`config.mk`:
```
export PLATFORM = sky130hd
export DESIGN_NAME = temp_monitor_control_status
export DESIGN_NICKNAME = d
export VERILOG_FILES = /design/src/temp_monitor_pkg.sv /design/src/temp_monitor_control_status.sv
export SDC_FILE = /design/constraint.sdc
export NUM_CORES = 1
export LEC_CHECK = 0
export BUFFER_PORTS_ARGS = -buffer_cell sky130_fd_sc_hd__buf_2
export CORE_UTILIZATION = 60
export DETAILED_ROUTE_END_ITERATION = 16
export GPL_TIMING_DRIVEN = 0
export HOLD_SLACK_MARGIN = 0.15
export PLACE_DENSITY = 0.86
export SLEW_MARGIN = 25
export SYNTH_ARGS = -nofsm -noshare
export SYNTH_HDL_FRONTEND = slang
export SYNTH_SLANG_ARGS = --single-unit
```
`constraint.sdc`:
```
create_clock -name mclk -period 4.54 [get_ports mclk]
set_clock_uncertainty 0.05 [all_clocks]
set_input_delay 0.227 -clock mclk [delete_from_list [all_inputs] [get_ports mclk]]
set_output_delay 0.227 -clock mclk [all_outputs]
set_load 0.02 [all_outputs]
```
`src/temp_monitor_pkg.sv`:
```
`default_nettype none
////////////////////////////////////////////////////////////////////////////////
package temp_monitor_pkg;
    // register offsets on the management bus (6-bit register address)
    localparam logic [5:0]  OFS_DEVICE_STATUS   = 6'h04;
    localparam logic [5:0]  OFS_DEVICE_CONTROL  = 6'h05;
    localparam logic [5:0]  OFS_TEMP_CAPS       = 6'h08;
    localparam logic [5:0]  OFS_TEMP_READOUT    = 6'h09;
    localparam logic [5:0]  OFS_TEMP_CONTROL    = 6'h0a;
    // device control field positions
    localparam int          CTL_RESET_BIT       = 0;
    localparam int          CTL_SHUTDOWN_BIT    = 1;
    localparam int          CTL_LOW_POWER_BIT   = 2;
    localparam int          CTL_F1_ENABLE_BIT   = 4;
    localparam int          CTL_F2_ENABLE_BIT   = 5;
    // writable bits of device control, and the part a broadcast may touch
    localparam logic [15:0] CTL_WRITE_MASK      = 16'h0037;
    localparam logic [15:0] CTL_BCAST_MASK      = 16'h0003;
    localparam logic [15:0] CTL_RESET_VAL       = 16'h0000;
    // device status field positions
    localparam int          STS_F1_EVENT_BIT    = 0;
    localparam int          STS_F1_ERROR_BIT    = 4;
    localparam int          STS_BUS_ERROR_BIT   = 7;
    // temperature control field positions
    localparam int          TCTL_LOCAL_EN_BIT   = 0;
    localparam int          TCTL_REMOTE_EN_BIT  = 1;
    localparam int          TCTL_ATTN_EN_BIT    = 2;
    localparam logic [15:0] TCTL_WRITE_MASK     = 16'h0007;
    localparam logic [15:0] TCTL_RESET_VAL      = 16'h0000;
    // fixed capability word and function identity
    localparam logic [15:0] TEMP_CAPS_VAL       = 16'h0349;
    localparam logic [3:0]  FUNC_TYPE_TEMP      = 4'h1;
    // readout layout
    localparam int          RO_EF_BIT           = 1;
    localparam int          RO_SNUM_BIT         = 2;
    localparam int          RO_TEMP_LSB         = 6;
    localparam logic [15:0] READOUT_RESET_VAL   = 16'h0000;
    localparam int          NUM_SENSORS         = 2;
    // timing
    localparam int          CLK_PERIOD_NS       = 10;
    localparam int          SLOT_TIME_MS        = 100;
    localparam int          SLOT_CYCLES_DEF     = SLOT_TIME_MS * 1000000 / CLK_PERIOD_NS;
    localparam int          LOW_POWER_FACTOR    = 4;
    localparam logic [2:0]  DEVRST_CYCLES       = 3'h4;
    // device reset sequencer states
    typedef enum logic [0:0] {
        DEV_ACTIVE    = 1'b0,
        DEV_RESETTING = 1'b1
    } dev_state_t;
endpackage
`default_nettype wire
```
`src/temp_monitor_control_status.sv`:
```
`default_nettype none
////////////////////////////////////////////////////////////////////////////////
module temp_monitor_control_status #(
    parameter int SLOT_CYCLES = temp_monitor_pkg::SLOT_CYCLES_DEF  // cycles per conversion slot
) (
    // clock, reset, enable
    input  wire logic        mclk,
    input  wire logic        rst_n,
    input  wire logic        ce,
    // register access from the bus framing logic
    input  wire logic        reg_wr,
    input  wire logic        reg_rd,
    input  wire logic        reg_bcast,
    input  wire logic [5:0]  reg_addr,
    input  wire logic [15:0] reg_wdata,
    output logic      [15:0] reg_rdata,
    output logic             reg_rvalid,
    // acknowledge error seen or sent by the framing logic
    input  wire logic        nack_event,
    // converter results, same clock domain
    input  wire logic [9:0]  local_temp,
    input  wire logic [9:0]  remote_temp,
    input  wire logic        remote_fault,
    // device-level status towards the rest of the chip
    output logic             attention_req,
    output logic             shutdown_active,
    output logic             low_power_active,
    output logic             function_two_enable,
    output logic             device_reset_busy,
    output logic      [3:0]  function_type_code
);
    ////////////////////////////////////////////////////////////////////////////
    // state
    logic [15:0]                  ctrl_reg, ctrl_next;          // device control
    logic [15:0]                  tctrl_reg, tctrl_next;        // temperature control
    logic [15:0]                  readout_reg, readout_next;    // last stored result
    logic                         event_reg, event_next;        // function one event
    logic                         err_reg, err_next;            // function one overrun
    logic                         ber_reg, ber_next;            // bus error flag
    logic                         cur_reg, cur_next;            // last scanned sensor
    logic [27:0]                  slot_cnt_reg, slot_cnt_next;  // conversion slot timer
    logic [2:0]                   rst_cnt_reg, rst_cnt_next;    // reset operation timer
    temp_monitor_pkg::dev_state_t dev_state_reg, dev_state_next;
    logic [15:0]                  rdata_next;
    logic                         rvalid_next;
    logic                         attn_next;
    logic [3:0]                   ftype_next;
    // combinational helpers
    logic                         scan_run;                     // scan allowed this cycle
    logic                         sample;                       // store a new result now
    logic                         nxt;                          // sensor chosen for the slot
    logic [27:0]                  slot_limit;                   // last count of a slot
    logic                         readout_read;                 // readout register read
    logic                         status_read;                  // device status read
    logic [1:0]                   sens_en;                      // per-sensor enables
    logic [9:0]                   sel_temp;                     // value of chosen sensor
    logic                         sel_fault;                    // fault of chosen sensor

    ////////////////////////////////////////////////////////////////////////////
    // next-state logic for all registers
    always_comb begin
        ctrl_next      = ctrl_reg;
        tctrl_next     = tctrl_reg;
        readout_next   = readout_reg;
        event_next     = event_reg;
        err_next       = err_reg;
        ber_next       = ber_reg;
        cur_next       = cur_reg;
        slot_cnt_next  = slot_cnt_reg;
        rst_cnt_next   = rst_cnt_reg;
        dev_state_next = dev_state_reg;
        rdata_next     = reg_rdata;
        rvalid_next    = 1'b0;
        attn_next      = 1'b0;
        ftype_next     = temp_monitor_pkg::FUNC_TYPE_TEMP;
        sample         = 1'b0;
        sens_en[0]     = tctrl_reg[temp_monitor_pkg::TCTL_LOCAL_EN_BIT];
        sens_en[1]     = tctrl_reg[temp_monitor_pkg::TCTL_REMOTE_EN_BIT];
        readout_read   = reg_rd && (reg_addr == temp_monitor_pkg::OFS_TEMP_READOUT);
        status_read    = reg_rd && (reg_addr == temp_monitor_pkg::OFS_DEVICE_STATUS);
        // scan halts in shutdown, when disabled, or with no sensor on
        scan_run = !ctrl_reg[temp_monitor_pkg::CTL_SHUTDOWN_BIT]
                   && ctrl_reg[temp_monitor_pkg::CTL_F1_ENABLE_BIT]
                   && (|sens_en)
                   && (dev_state_reg == temp_monitor_pkg::DEV_ACTIVE);
        // low power stretches every slot by four
        if (ctrl_reg[temp_monitor_pkg::CTL_LOW_POWER_BIT]) begin
            slot_limit = 28'(SLOT_CYCLES * temp_monitor_pkg::LOW_POWER_FACTOR - 1);
        end else begin
            slot_limit = 28'(SLOT_CYCLES - 1);
        end
        // next enabled sensor above the last one, wrapping round
        if (sens_en[~cur_reg]) begin
            nxt = ~cur_reg;
        end else begin
            nxt = cur_reg;
        end
        if (nxt) begin
            sel_temp  = remote_temp;
            sel_fault = remote_fault;
        end else begin
            sel_temp  = local_temp;
            sel_fault = 1'b0;
        end
        // slot timer
        if (scan_run) begin
            if (slot_cnt_reg >= slot_limit) begin
                slot_cnt_next = 28'h0000000;
                sample        = 1'b1;
            end else begin
                slot_cnt_next = slot_cnt_reg + 28'h0000001;
            end
        end else begin
            slot_cnt_next = 28'h0000000;
        end
        // store result: value, sensor number, fault bit
        if (sample) begin
            readout_next = {sel_temp, 3'h0, nxt, sel_fault, 1'h0};
            cur_next     = nxt;
        end
        // event and overrun flags; a new result wins over the read clear for the event flag, the read clear wins for overrun
        event_next = sample || (event_reg && !readout_read);
        err_next   = (sample && event_reg && !readout_read)
                     || (err_reg && !readout_read);
        attn_next  = sample && tctrl_reg[temp_monitor_pkg::TCTL_ATTN_EN_BIT];
        // bus error: a new nack wins over the status read clear
        ber_next = nack_event || (ber_reg && !status_read);
        // register reads
        if (reg_rd) begin
            rvalid_next = 1'b1;
            if (reg_addr == temp_monitor_pkg::OFS_DEVICE_STATUS) begin
                rdata_next = 16'h0000;
                rdata_next[temp_monitor_pkg::STS_F1_EVENT_BIT]  = event_reg;
                rdata_next[temp_monitor_pkg::STS_F1_ERROR_BIT]  = err_reg;
                rdata_next[temp_monitor_pkg::STS_BUS_ERROR_BIT] = ber_reg;
            end else if (reg_addr == temp_monitor_pkg::OFS_DEVICE_CONTROL) begin
                rdata_next = ctrl_reg & temp_monitor_pkg::CTL_WRITE_MASK;
            end else if (reg_addr == temp_monitor_pkg::OFS_TEMP_CAPS) begin
                rdata_next = temp_monitor_pkg::TEMP_CAPS_VAL;
            end else if (reg_addr == temp_monitor_pkg::OFS_TEMP_READOUT) begin
                rdata_next = readout_reg;
            end else if (reg_addr == temp_monitor_pkg::OFS_TEMP_CONTROL) begin
                rdata_next = tctrl_reg & temp_monitor_pkg::TCTL_WRITE_MASK;
            end else begin
                rdata_next = 16'h0000;                                          // unmapped
            end
        end
        // register writes, ignored while a reset operation runs
        if (reg_wr && (dev_state_reg == temp_monitor_pkg::DEV_ACTIVE)) begin
            if (reg_addr == temp_monitor_pkg::OFS_DEVICE_CONTROL) begin
                if (reg_bcast) begin
                    ctrl_next = (ctrl_reg & ~temp_monitor_pkg::CTL_BCAST_MASK)
                                | (reg_wdata & temp_monitor_pkg::CTL_BCAST_MASK);
                end else begin
                    ctrl_next = reg_wdata & temp_monitor_pkg::CTL_WRITE_MASK;
                end
            end else if (!reg_bcast && (reg_addr == temp_monitor_pkg::OFS_TEMP_CONTROL)) begin
                tctrl_next = reg_wdata & temp_monitor_pkg::TCTL_WRITE_MASK;
            end
        end
        // device reset sequencer
        case (dev_state_reg)
            temp_monitor_pkg::DEV_ACTIVE: begin
                if (ctrl_next[temp_monitor_pkg::CTL_RESET_BIT]) begin
                    dev_state_next = temp_monitor_pkg::DEV_RESETTING;
                    rst_cnt_next   = temp_monitor_pkg::DEVRST_CYCLES - 3'h1;
                end
            end
            temp_monitor_pkg::DEV_RESETTING: begin
                if (rst_cnt_reg == 3'h0) begin
                    // finish: control, readout and flags back to reset value (a nack in this cycle still sets the bus error flag), bit 0 clears itself
                    dev_state_next = temp_monitor_pkg::DEV_ACTIVE;
                    ctrl_next      = temp_monitor_pkg::CTL_RESET_VAL;
                    tctrl_next     = temp_monitor_pkg::TCTL_RESET_VAL;
                    readout_next   = temp_monitor_pkg::READOUT_RESET_VAL;
                    event_next     = 1'b0;
                    err_next       = 1'b0;
                    ber_next       = nack_event;
                    cur_next       = 1'b1;
                end else begin
                    rst_cnt_next = rst_cnt_reg - 3'h1;
                end
            end
            default: begin
                dev_state_next = temp_monitor_pkg::DEV_ACTIVE;
            end
        endcase
    end

    ////////////////////////////////////////////////////////////////////////////
    // registers, frozen while ce is low
    always_ff @(posedge mclk) begin
        if (!rst_n) begin
            ctrl_reg           <= temp_monitor_pkg::CTL_RESET_VAL;
            tctrl_reg          <= temp_monitor_pkg::TCTL_RESET_VAL;
            readout_reg        <= temp_monitor_pkg::READOUT_RESET_VAL;
            event_reg          <= 1'b0;
            err_reg            <= 1'b0;
            ber_reg            <= 1'b0;
            cur_reg            <= 1'b1;   // first slot lands on sensor 0 if it is enabled
            slot_cnt_reg       <= 28'h0000000;
            rst_cnt_reg        <= 3'h0;
            dev_state_reg      <= temp_monitor_pkg::DEV_ACTIVE;
            reg_rdata          <= 16'h0000;
            reg_rvalid         <= 1'b0;
            attention_req      <= 1'b0;
            function_type_code <= temp_monitor_pkg::FUNC_TYPE_TEMP;
        end else if (ce) begin
            ctrl_reg           <= ctrl_next;
            tctrl_reg          <= tctrl_next;
            readout_reg        <= readout_next;
            event_reg          <= event_next;
            err_reg            <= err_next;
            ber_reg            <= ber_next;
            cur_reg            <= cur_next;
            slot_cnt_reg       <= slot_cnt_next;
            rst_cnt_reg        <= rst_cnt_next;
            dev_state_reg      <= dev_state_next;
            reg_rdata          <= rdata_next;
            reg_rvalid         <= rvalid_next;
            attention_req      <= attn_next;
            function_type_code <= ftype_next;
        end
    end

    // mode outputs straight from the control flip-flops
    assign shutdown_active     = ctrl_reg[temp_monitor_pkg::CTL_SHUTDOWN_BIT];
    assign low_power_active    = ctrl_reg[temp_monitor_pkg::CTL_LOW_POWER_BIT];
    assign function_two_enable = ctrl_reg[temp_monitor_pkg::CTL_F2_ENABLE_BIT];
    assign device_reset_busy   = ctrl_reg[temp_monitor_pkg::CTL_RESET_BIT];
endmodule
`default_nettype wire

```
==> results of run 1 <==
## critical path, cell delays in order (launching register included)
cell       delay [ns]
dfxtp_1          0.62
inv_1            0.30
ha_1             0.40
a21oi_1          0.13
o21ai_0          0.11
o311ai_0         0.52
nand3_2          0.25
o21ai_2          0.41
buf_4            0.26
o2bb2ai_1        0.14
## cell families after synthesis
group | share of synthesized area, %
AOI/OAI and AO/OA | 21.1
adders and majority gates | 5.34
and+or+nand+nor | 23.9
DFF | 39.2
buffers and inverters | 4.94
muxes | 3.77
xor gates and xnor gates | 1.54
other | 0.189
## power by group
part           switching, mW  internal (mW)  leakage, nW
Clock                  0.272          0.290        0.111
Sequential           0.00248          0.688        0.629
Combinational         0.0540         0.0468         1.21
Total                  0.328           1.02         1.95
## Yosys cell counts, drive strengths merged, types with 3 or more instances
cell type | count | area, µm²
dfxtp | 78 | 1560
nand2 | 50 | 188
a21oi | 31 | 155
nand3 | 23 | 120
nor2 | 22 | 92.6
o21ai | 18 | 93.8
ha | 17 | 213
a31oi | 16 | 100
inv | 16 | 60.1
mux2i | 15 | 150
clkbuf | 14 | 52.6
nor2b | 14 | 87.6
o2bb2ai | 12 | 105
a21boi | 11 | 82.6
and2 | 9 | 56.3
and3 | 9 | 56.3
buf | 9 | 83.8
nand2b | 8 | 50.1
nand4 | 7 | 43.8
nor3 | 7 | 40.0
xor2 | 6 | 52.6
a22oi | 5 | 37.5
and4 | 5 | 43.8
a221oi | 4 | 35.0
a22o | 3 | 26.3
nor3b | 3 | 22.5
nor4bb | 3 | 30.0
o211a | 3 | 30.0
or2b | 3 | 22.5
## area by class of cell
class | instances | area [µm²] | share of cell area (%)
flip-flops and latches | 78 | 1560 | 32.1
multi-input cells | 336 | 2230 | 45.9
repair buffers | 85 | 561 | 11.5
inverters | 16 | 60.1 | 1.24
well taps | 77 | 96.3 | 1.98
plain buffers | 23 | 136 | 2.81
clock buffers | 11 | 151 | 3.11
clock inverters | 5 | 65.1 | 1.34
## how the worst min path moves through the flow
stage,end,depth (start not counted)
CTS,err_reg$_SDFFE_PN0P_,4
floorplan,readout_reg[1]$_SDFFE_PN0P_,2
detailed placement,readout_reg[0]$_SDFFE_PN0P_,1
global route,ctrl_reg[4]$_SDFFE_PN0P_,4
finish,ctrl_reg[2]$_SDFFE_PN0P_,4
global placement,readout_reg[4]$_SDFFE_PN0P_,1
## layer usage
metal | global-route usage (%) | vias to the layer above
li1 | - | 1829
met1 | 36.7 | 1825
met2 | 57.1 | 163
met3 | 7.46 | 25
met4 | 11.6 | 0
met5 | 0 | -
==> run metrics, run 1 <==
reg2reg start=ctrl_reg[2]$_SDFFE_PN0P_; Worst EP required=approximately 4.8 ns; power after layout=1.35 mW; WL/cell=16.7 µm; cts repair resizes=0; met3 WL=a little over 600 µm; Tightest Pin Transition=roughly 0.69 ns; met2 WL=roughly 5.4 mm; Clock Root Buffer=clkbuf_8; Final Slew Violations=0; R2R Setup Slk=between 1 and 1.5 ns; Layout Cells excl Fill=around 630; Crit Path Max Fanout=10; Core Area=0.00639 mm²; fin area=just under 0.005 mm²; Die Y=between 80 and 90 µm; # placed instances=just under 600; max reg flops=28; Ant. Diodes=0; GP Congestion=~0.86; Cell Rows=29; fmax=0.307 GHz; final hold vios=0; Cells after Synth=451; total number of H-tree levels=3; CTS tree=built; minimum clock period=3.26 ns; critical path capture point type=flip-flop; met1 WL=between 4 and 5 mm; Hold Path Class=primary input to flip-flop; DIE AREA=~0.0070 mm²; EDFF count, synth=0; drt pass-1 iters=5; worst-skew pair later-pin latency=between 0.3 and 0.4 ns; share of layout cells above drive strength 1=between 15 and 20%; WHS=0.273 ns; most common cell after layout, fill and taps aside=dfxtp_1; vias in the first global route=~3.8k; Final Worst Setup Slack=about 1.3 ns; die width=between 80 and 90 µm; DRT iter0 DRCs=221; gr usage total=31.8%; fillers=~460; post-detail-place hpwl=~7 mm; Post-Place Worst Slack=~1.3 ns; Vias=approximately 3.8k; Final ANT Viol Nets=0; first-pass GRT wire length=17.8 mm; leakage power=a little under 2 nW; hold buffer count at cts=27; Top FF cell, synth=dfxtp_1; Synth warnings=0; commonest non-fill, non-tap cells in the layout=dfxtp_1, buf_2, nand2_1, a21oi_1, dlygate4sd3_1; DR DRC count=0; arrival time of the worst setup path=between 3 and 4 ns; Setup crit end=readout_reg[7]$_SDFFE_PN0P_; final setup TNS=0 ns; area post-placement=around 0.0044 mm²; #FFs+latches synth=78; Starting Density=62.3%; reg2reg path depth=9; worst hold start=reg_bcast; Layout area overhead=22.1%; Mapped Area=~0.004 mm²; sequential area share after synthesis=between 30% and 40%; initial antenna violation count=0; Top Layer Used=met4; Slew headroom=between 50% and 60%; clock sinks=78; status=completed; largest net degree at the start of global routing=15; clk slew on worst S/H paths=approximately 0.090 ns; setup bufs post-CTS=0; Max Cap Viol=0; final setup fails=0; Final period util=a little under three quarters; Max VDD drop=approximately 0.24 mV; reg-to-reg endpoint=readout_reg[7]$_SDFFE_PN0P_; WL final=around 11 mm; PwrDens=around 280 mW/mm²; global route overflow=0; post-DR vias/cell=approximately 6.1; FFs w/ async S/R, synth=0%; RSZ-0062 raised after global routing=false; # IOs=between 70 and 80; critical path class=flip-flop to flip-flop; Clock Tree Buf Depth=2; Startpoint Class=flip-flop; Yosys cell types=between 60 and 70; final net count=between 600 and 700; fin util=76.1%; Num CTS Buffers=9; # port buffers=58; Mean Syn Cell Area=between 8 and 9 µm²; crit path launch=ctrl_reg[2]$_SDFFE_PN0P_
Power figures use the tool's default switching activity.
==> run 2: changes to the inputs <==
--- a/config.mk
+++ b/config.mk
@@ -5,12 +5,13 @@
 export SDC_FILE = /design/constraint.sdc
 export NUM_CORES = 1
 export LEC_CHECK = 0
+export ABC_AREA = 1
 export BUFFER_PORTS_ARGS = -buffer_cell sky130_fd_sc_hd__buf_2
-export CORE_UTILIZATION = 60
+export CORE_UTILIZATION = 57
 export DETAILED_ROUTE_END_ITERATION = 16
 export GPL_TIMING_DRIVEN = 0
 export HOLD_SLACK_MARGIN = 0.15
-export PLACE_DENSITY = 0.86
+export PLACE_DENSITY = 0.81
 export SLEW_MARGIN = 25
 export SYNTH_ARGS = -nofsm -noshare
 export SYNTH_HDL_FRONTEND = slang
==> constraint.sdc (replaced) <==
create_clock -name mclk -period 3.1 [get_ports mclk]
set_clock_uncertainty 0.05 [all_clocks]
set_input_delay 0.155 -clock mclk [delete_from_list [all_inputs] [get_ports mclk]]
set_output_delay 0.155 -clock mclk [all_outputs]
set_load 0.02 [all_outputs]
==> run metrics, run 2 <==
GP Congestion=0.939 (was 0.864); final net count=856 (was 616); Num CTS Buffers=9 (unchanged); Cells after Synth=700 (was 451); Tightest Pin Transition=0.664 ns (was 0.692 ns); initial antenna violation count=0 (unchanged); CTS tree=built (unchanged); Mean Syn Cell Area=6.57 µm² (was 8.82 µm²); post-detail-place hpwl=9.41 mm (was 7.11 mm); final setup TNS=0 ns (unchanged); Core Area=0.00777 mm² (was 0.00639 mm²); R2R Setup Slk=0.32 ns (was 1.28 ns); Hold Path Class=primary input to flip-flop (unchanged); Post-Place Worst Slack=0.348 ns (was 1.33 ns); Die Y=91.8 µm (was 83.4 µm); # port buffers=58 (unchanged); max reg flops=28 (unchanged); first-pass GRT wire length=21.4 mm (was 17.8 mm); total number of H-tree levels=3 (unchanged); # IOs=76 (unchanged); gr usage total=32.4% (was 31.8%); Max VDD drop=0.279 mV (was 0.245 mV); power after layout=2.04 mW (was 1.35 mW); final setup fails=0 (unchanged); most instantiated cells after synthesis=nand2_1, inv_1, dfxtp_1 (was dfxtp_1, nand2_1, a21oi_1); Clock Root Buffer=clkbuf_8 (unchanged); setup bufs post-CTS=0 (unchanged); final hold vios=0 (unchanged); #FFs+latches synth=78 (unchanged); global route overflow=0 (unchanged); met2 usage=53.6% (was 57.1%); Ant. Diodes=0 (unchanged); minimum clock period=2.78 ns (was 3.26 ns); area post-placement=0.00502 mm² (was 0.00437 mm²); Crit Path Max Fanout=10 (unchanged); WHS=0.161 ns (was 0.273 ns); top cell type by total area after synthesis=dfxtp_1 (unchanged); sequential area share after synthesis=34.0% (was 39.2%); largest net degree at the start of global routing=14 (was 15); FFs w/ async S/R, synth=0% (unchanged); clock sinks=78 (unchanged); fin area=0.00542 mm² (was 0.00486 mm²); DIE AREA=0.00843 mm² (was 0.00696 mm²); Top FF cell, synth=dfxtp_1 (unchanged); Final Worst Setup Slack=0.324 ns (was 1.28 ns); fmax=0.360 GHz (was 0.307 GHz); Mapped Area=0.00460 mm² (was 0.00398 mm²); critical path capture point type=flip-flop (unchanged); Layout area overhead=18.0% (was 22.1%); synth top area cells=dfxtp_1, nand2_1, inv_1 (was dfxtp_1, ha_1, nand2_1); GR peak layer=met2 (unchanged); status=completed (unchanged); drt pass-1 iters=5 (unchanged); Final ANT Viol Nets=0 (unchanged); Max Cap Viol=0 (unchanged); worst-skew pair later-pin latency=0.36 ns (was 0.35 ns); DRT iter0 DRCs=327 (was 221); commonest non-fill, non-tap cells in the layout=nand2_1, inv_1, dfxtp_1, buf_2, nand3_1 (was dfxtp_1, buf_2, nand2_1, a21oi_1, dlygate4sd3_1); Clock Tree Buf Depth=2 (unchanged); Final period util=89.6% (was 71.7%); met1 usage in global routing=41.7% (was 36.7%); leakage power=2.53 nW (was 1.95 nW); EDFF count, synth=0 (unchanged); area share of the largest cell type after synthesis=34.0% (was 39.2%); cts repair resizes=0 (unchanged); Worst EP required=3.33 ns (was 4.77 ns); count leader, synth=nand2_1 (was dfxtp_1); share of layout cells above drive strength 1=15.0% (was 16.8%); RSZ-0062 raised after global routing=false (unchanged); PwrDens=376 mW/mm² (was 278 mW/mm²); clk slew on worst S/H paths=0.09 ns (about the same); WL/cell=14.4 µm (was 16.7 µm); critical path class=flip-flop to flip-flop (unchanged); Slew headroom=55.7% (was 53.9%); Yosys cell types=43 (was 63); Startpoint Class=flip-flop (unchanged); WL final=12.9 mm (was 10.6 mm); met3 usage=6.97% (was 7.46%); die width=91.8 µm (was 83.4 µm); DR DRC count=0 (unchanged); Starting Density=59.2% (was 62.3%); Synth warnings=0 (unchanged); most common cell after layout, fill and taps aside=nand2_1 (was dfxtp_1); vias in the first global route=4630 (was 3823); Vias=4895 (was 3842); Cell Rows=32 (was 29); hold buffer count at cts=18 (was 27); post-DR vias/cell=5.47 (was 6.09); arrival time of the worst setup path=3.01 ns (was 3.49 ns); Final Slew Violations=0 (unchanged)
run 2: cell count changes after synthesis, sizes merged, moves of 14 or more:
cell	change
nand2	+169
inv	+78
nor2	+32
nand3	+31
o21ai	+25
a21oi	+14
nor2b	-14
run 2: metrics by stage:
| step | std cells | utilization (%) |
|---|---|---|
| 3_5_place_dp | 862 | 64.7 |
| 5_1_grt | 895 | 69.8 |
| 4_1_cts | 895 | 69.8 |
| 2_1_floorplan | 702 | - |
| 3_3_place_gp | 862 | 64.7 |
| 6_report | 895 | 69.8 |
run 2: critical path: stages, from the launching register on:
cell	delay [ns]
dfxtp_1	0.63
inv_1	0.39
ha_1	0.41
nand2_1	0.06
nor3b_1	0.20
nand2_1	0.16
a21oi_4	0.19
nand3_4	0.21
clkinv_4	0.17
nand2_2	0.09
o22ai_1	0.12
run 2: cells by family after synthesis:
| logic type | Yosys count | synth area share (%) |
|---|---|---|
| adders and majority gates | 17 | 4.63 |
| DFF | 78 | 34.0 |
| muxes | 6 | 1.31 |
| AOI/OAI and AO/OA | 110 | 13.9 |
| buffers and inverters | 119 | 10.5 |
| and+or+nand+nor | 362 | 34.3 |
| xor gates and xnor gates | 6 | 1.14 |
| other | 2 | 0.163 |
run 2: area by class of cell:
| type | instances | area (µm²) |
|---|---|---|
| plain buffers | 23 | 119 |
| flip-flops and latches | 78 | 1560 |
| inverters | 96 | 365 |
| multi-input cells | 505 | 2560 |
| clock buffers | 10 | 138 |
| repair buffers | 76 | 470 |
| well taps | 102 | 128 |
| clock inverters | 5 | 82.6 |
| fillers | 680 | 2340 |
run 2: metal layers:
| metal | up-vias | wire, µm |
|---|---|---|
| li1 | 2434 | - |
| met1 | 2233 | 5710 |
| met4 | 0 | 262 |
| met5 | - | 0 |
| met2 | 204 | 6000 |
| met3 | 24 | 955 |
run 2: final timing paths:
kind,startpoint,to,cells after the start
setup / recovery,ctrl_reg[2]$_SDFFE_PN0P_,slot_cnt_reg[11]$_SDFFE_PN0P_,10
hold / removal,remote_temp[8],readout_reg[14]$_SDFFE_PN0P_,5
setup reg to reg,ctrl_reg[2]$_SDFFE_PN0P_,slot_cnt_reg[11]$_SDFFE_PN0P_,10
hold reg to reg,readout_reg[0]$_SDFFE_PN0P_,readout_reg[0]$_SDFFE_PN0P_,2
run 2: power by group:
group | switching (mW) | internal [mW]
Combinational | 0.0991 | 0.0574
Sequential | 0.00437 | 1.01
Clock | 0.394 | 0.474
Total | 0.497 | 1.54
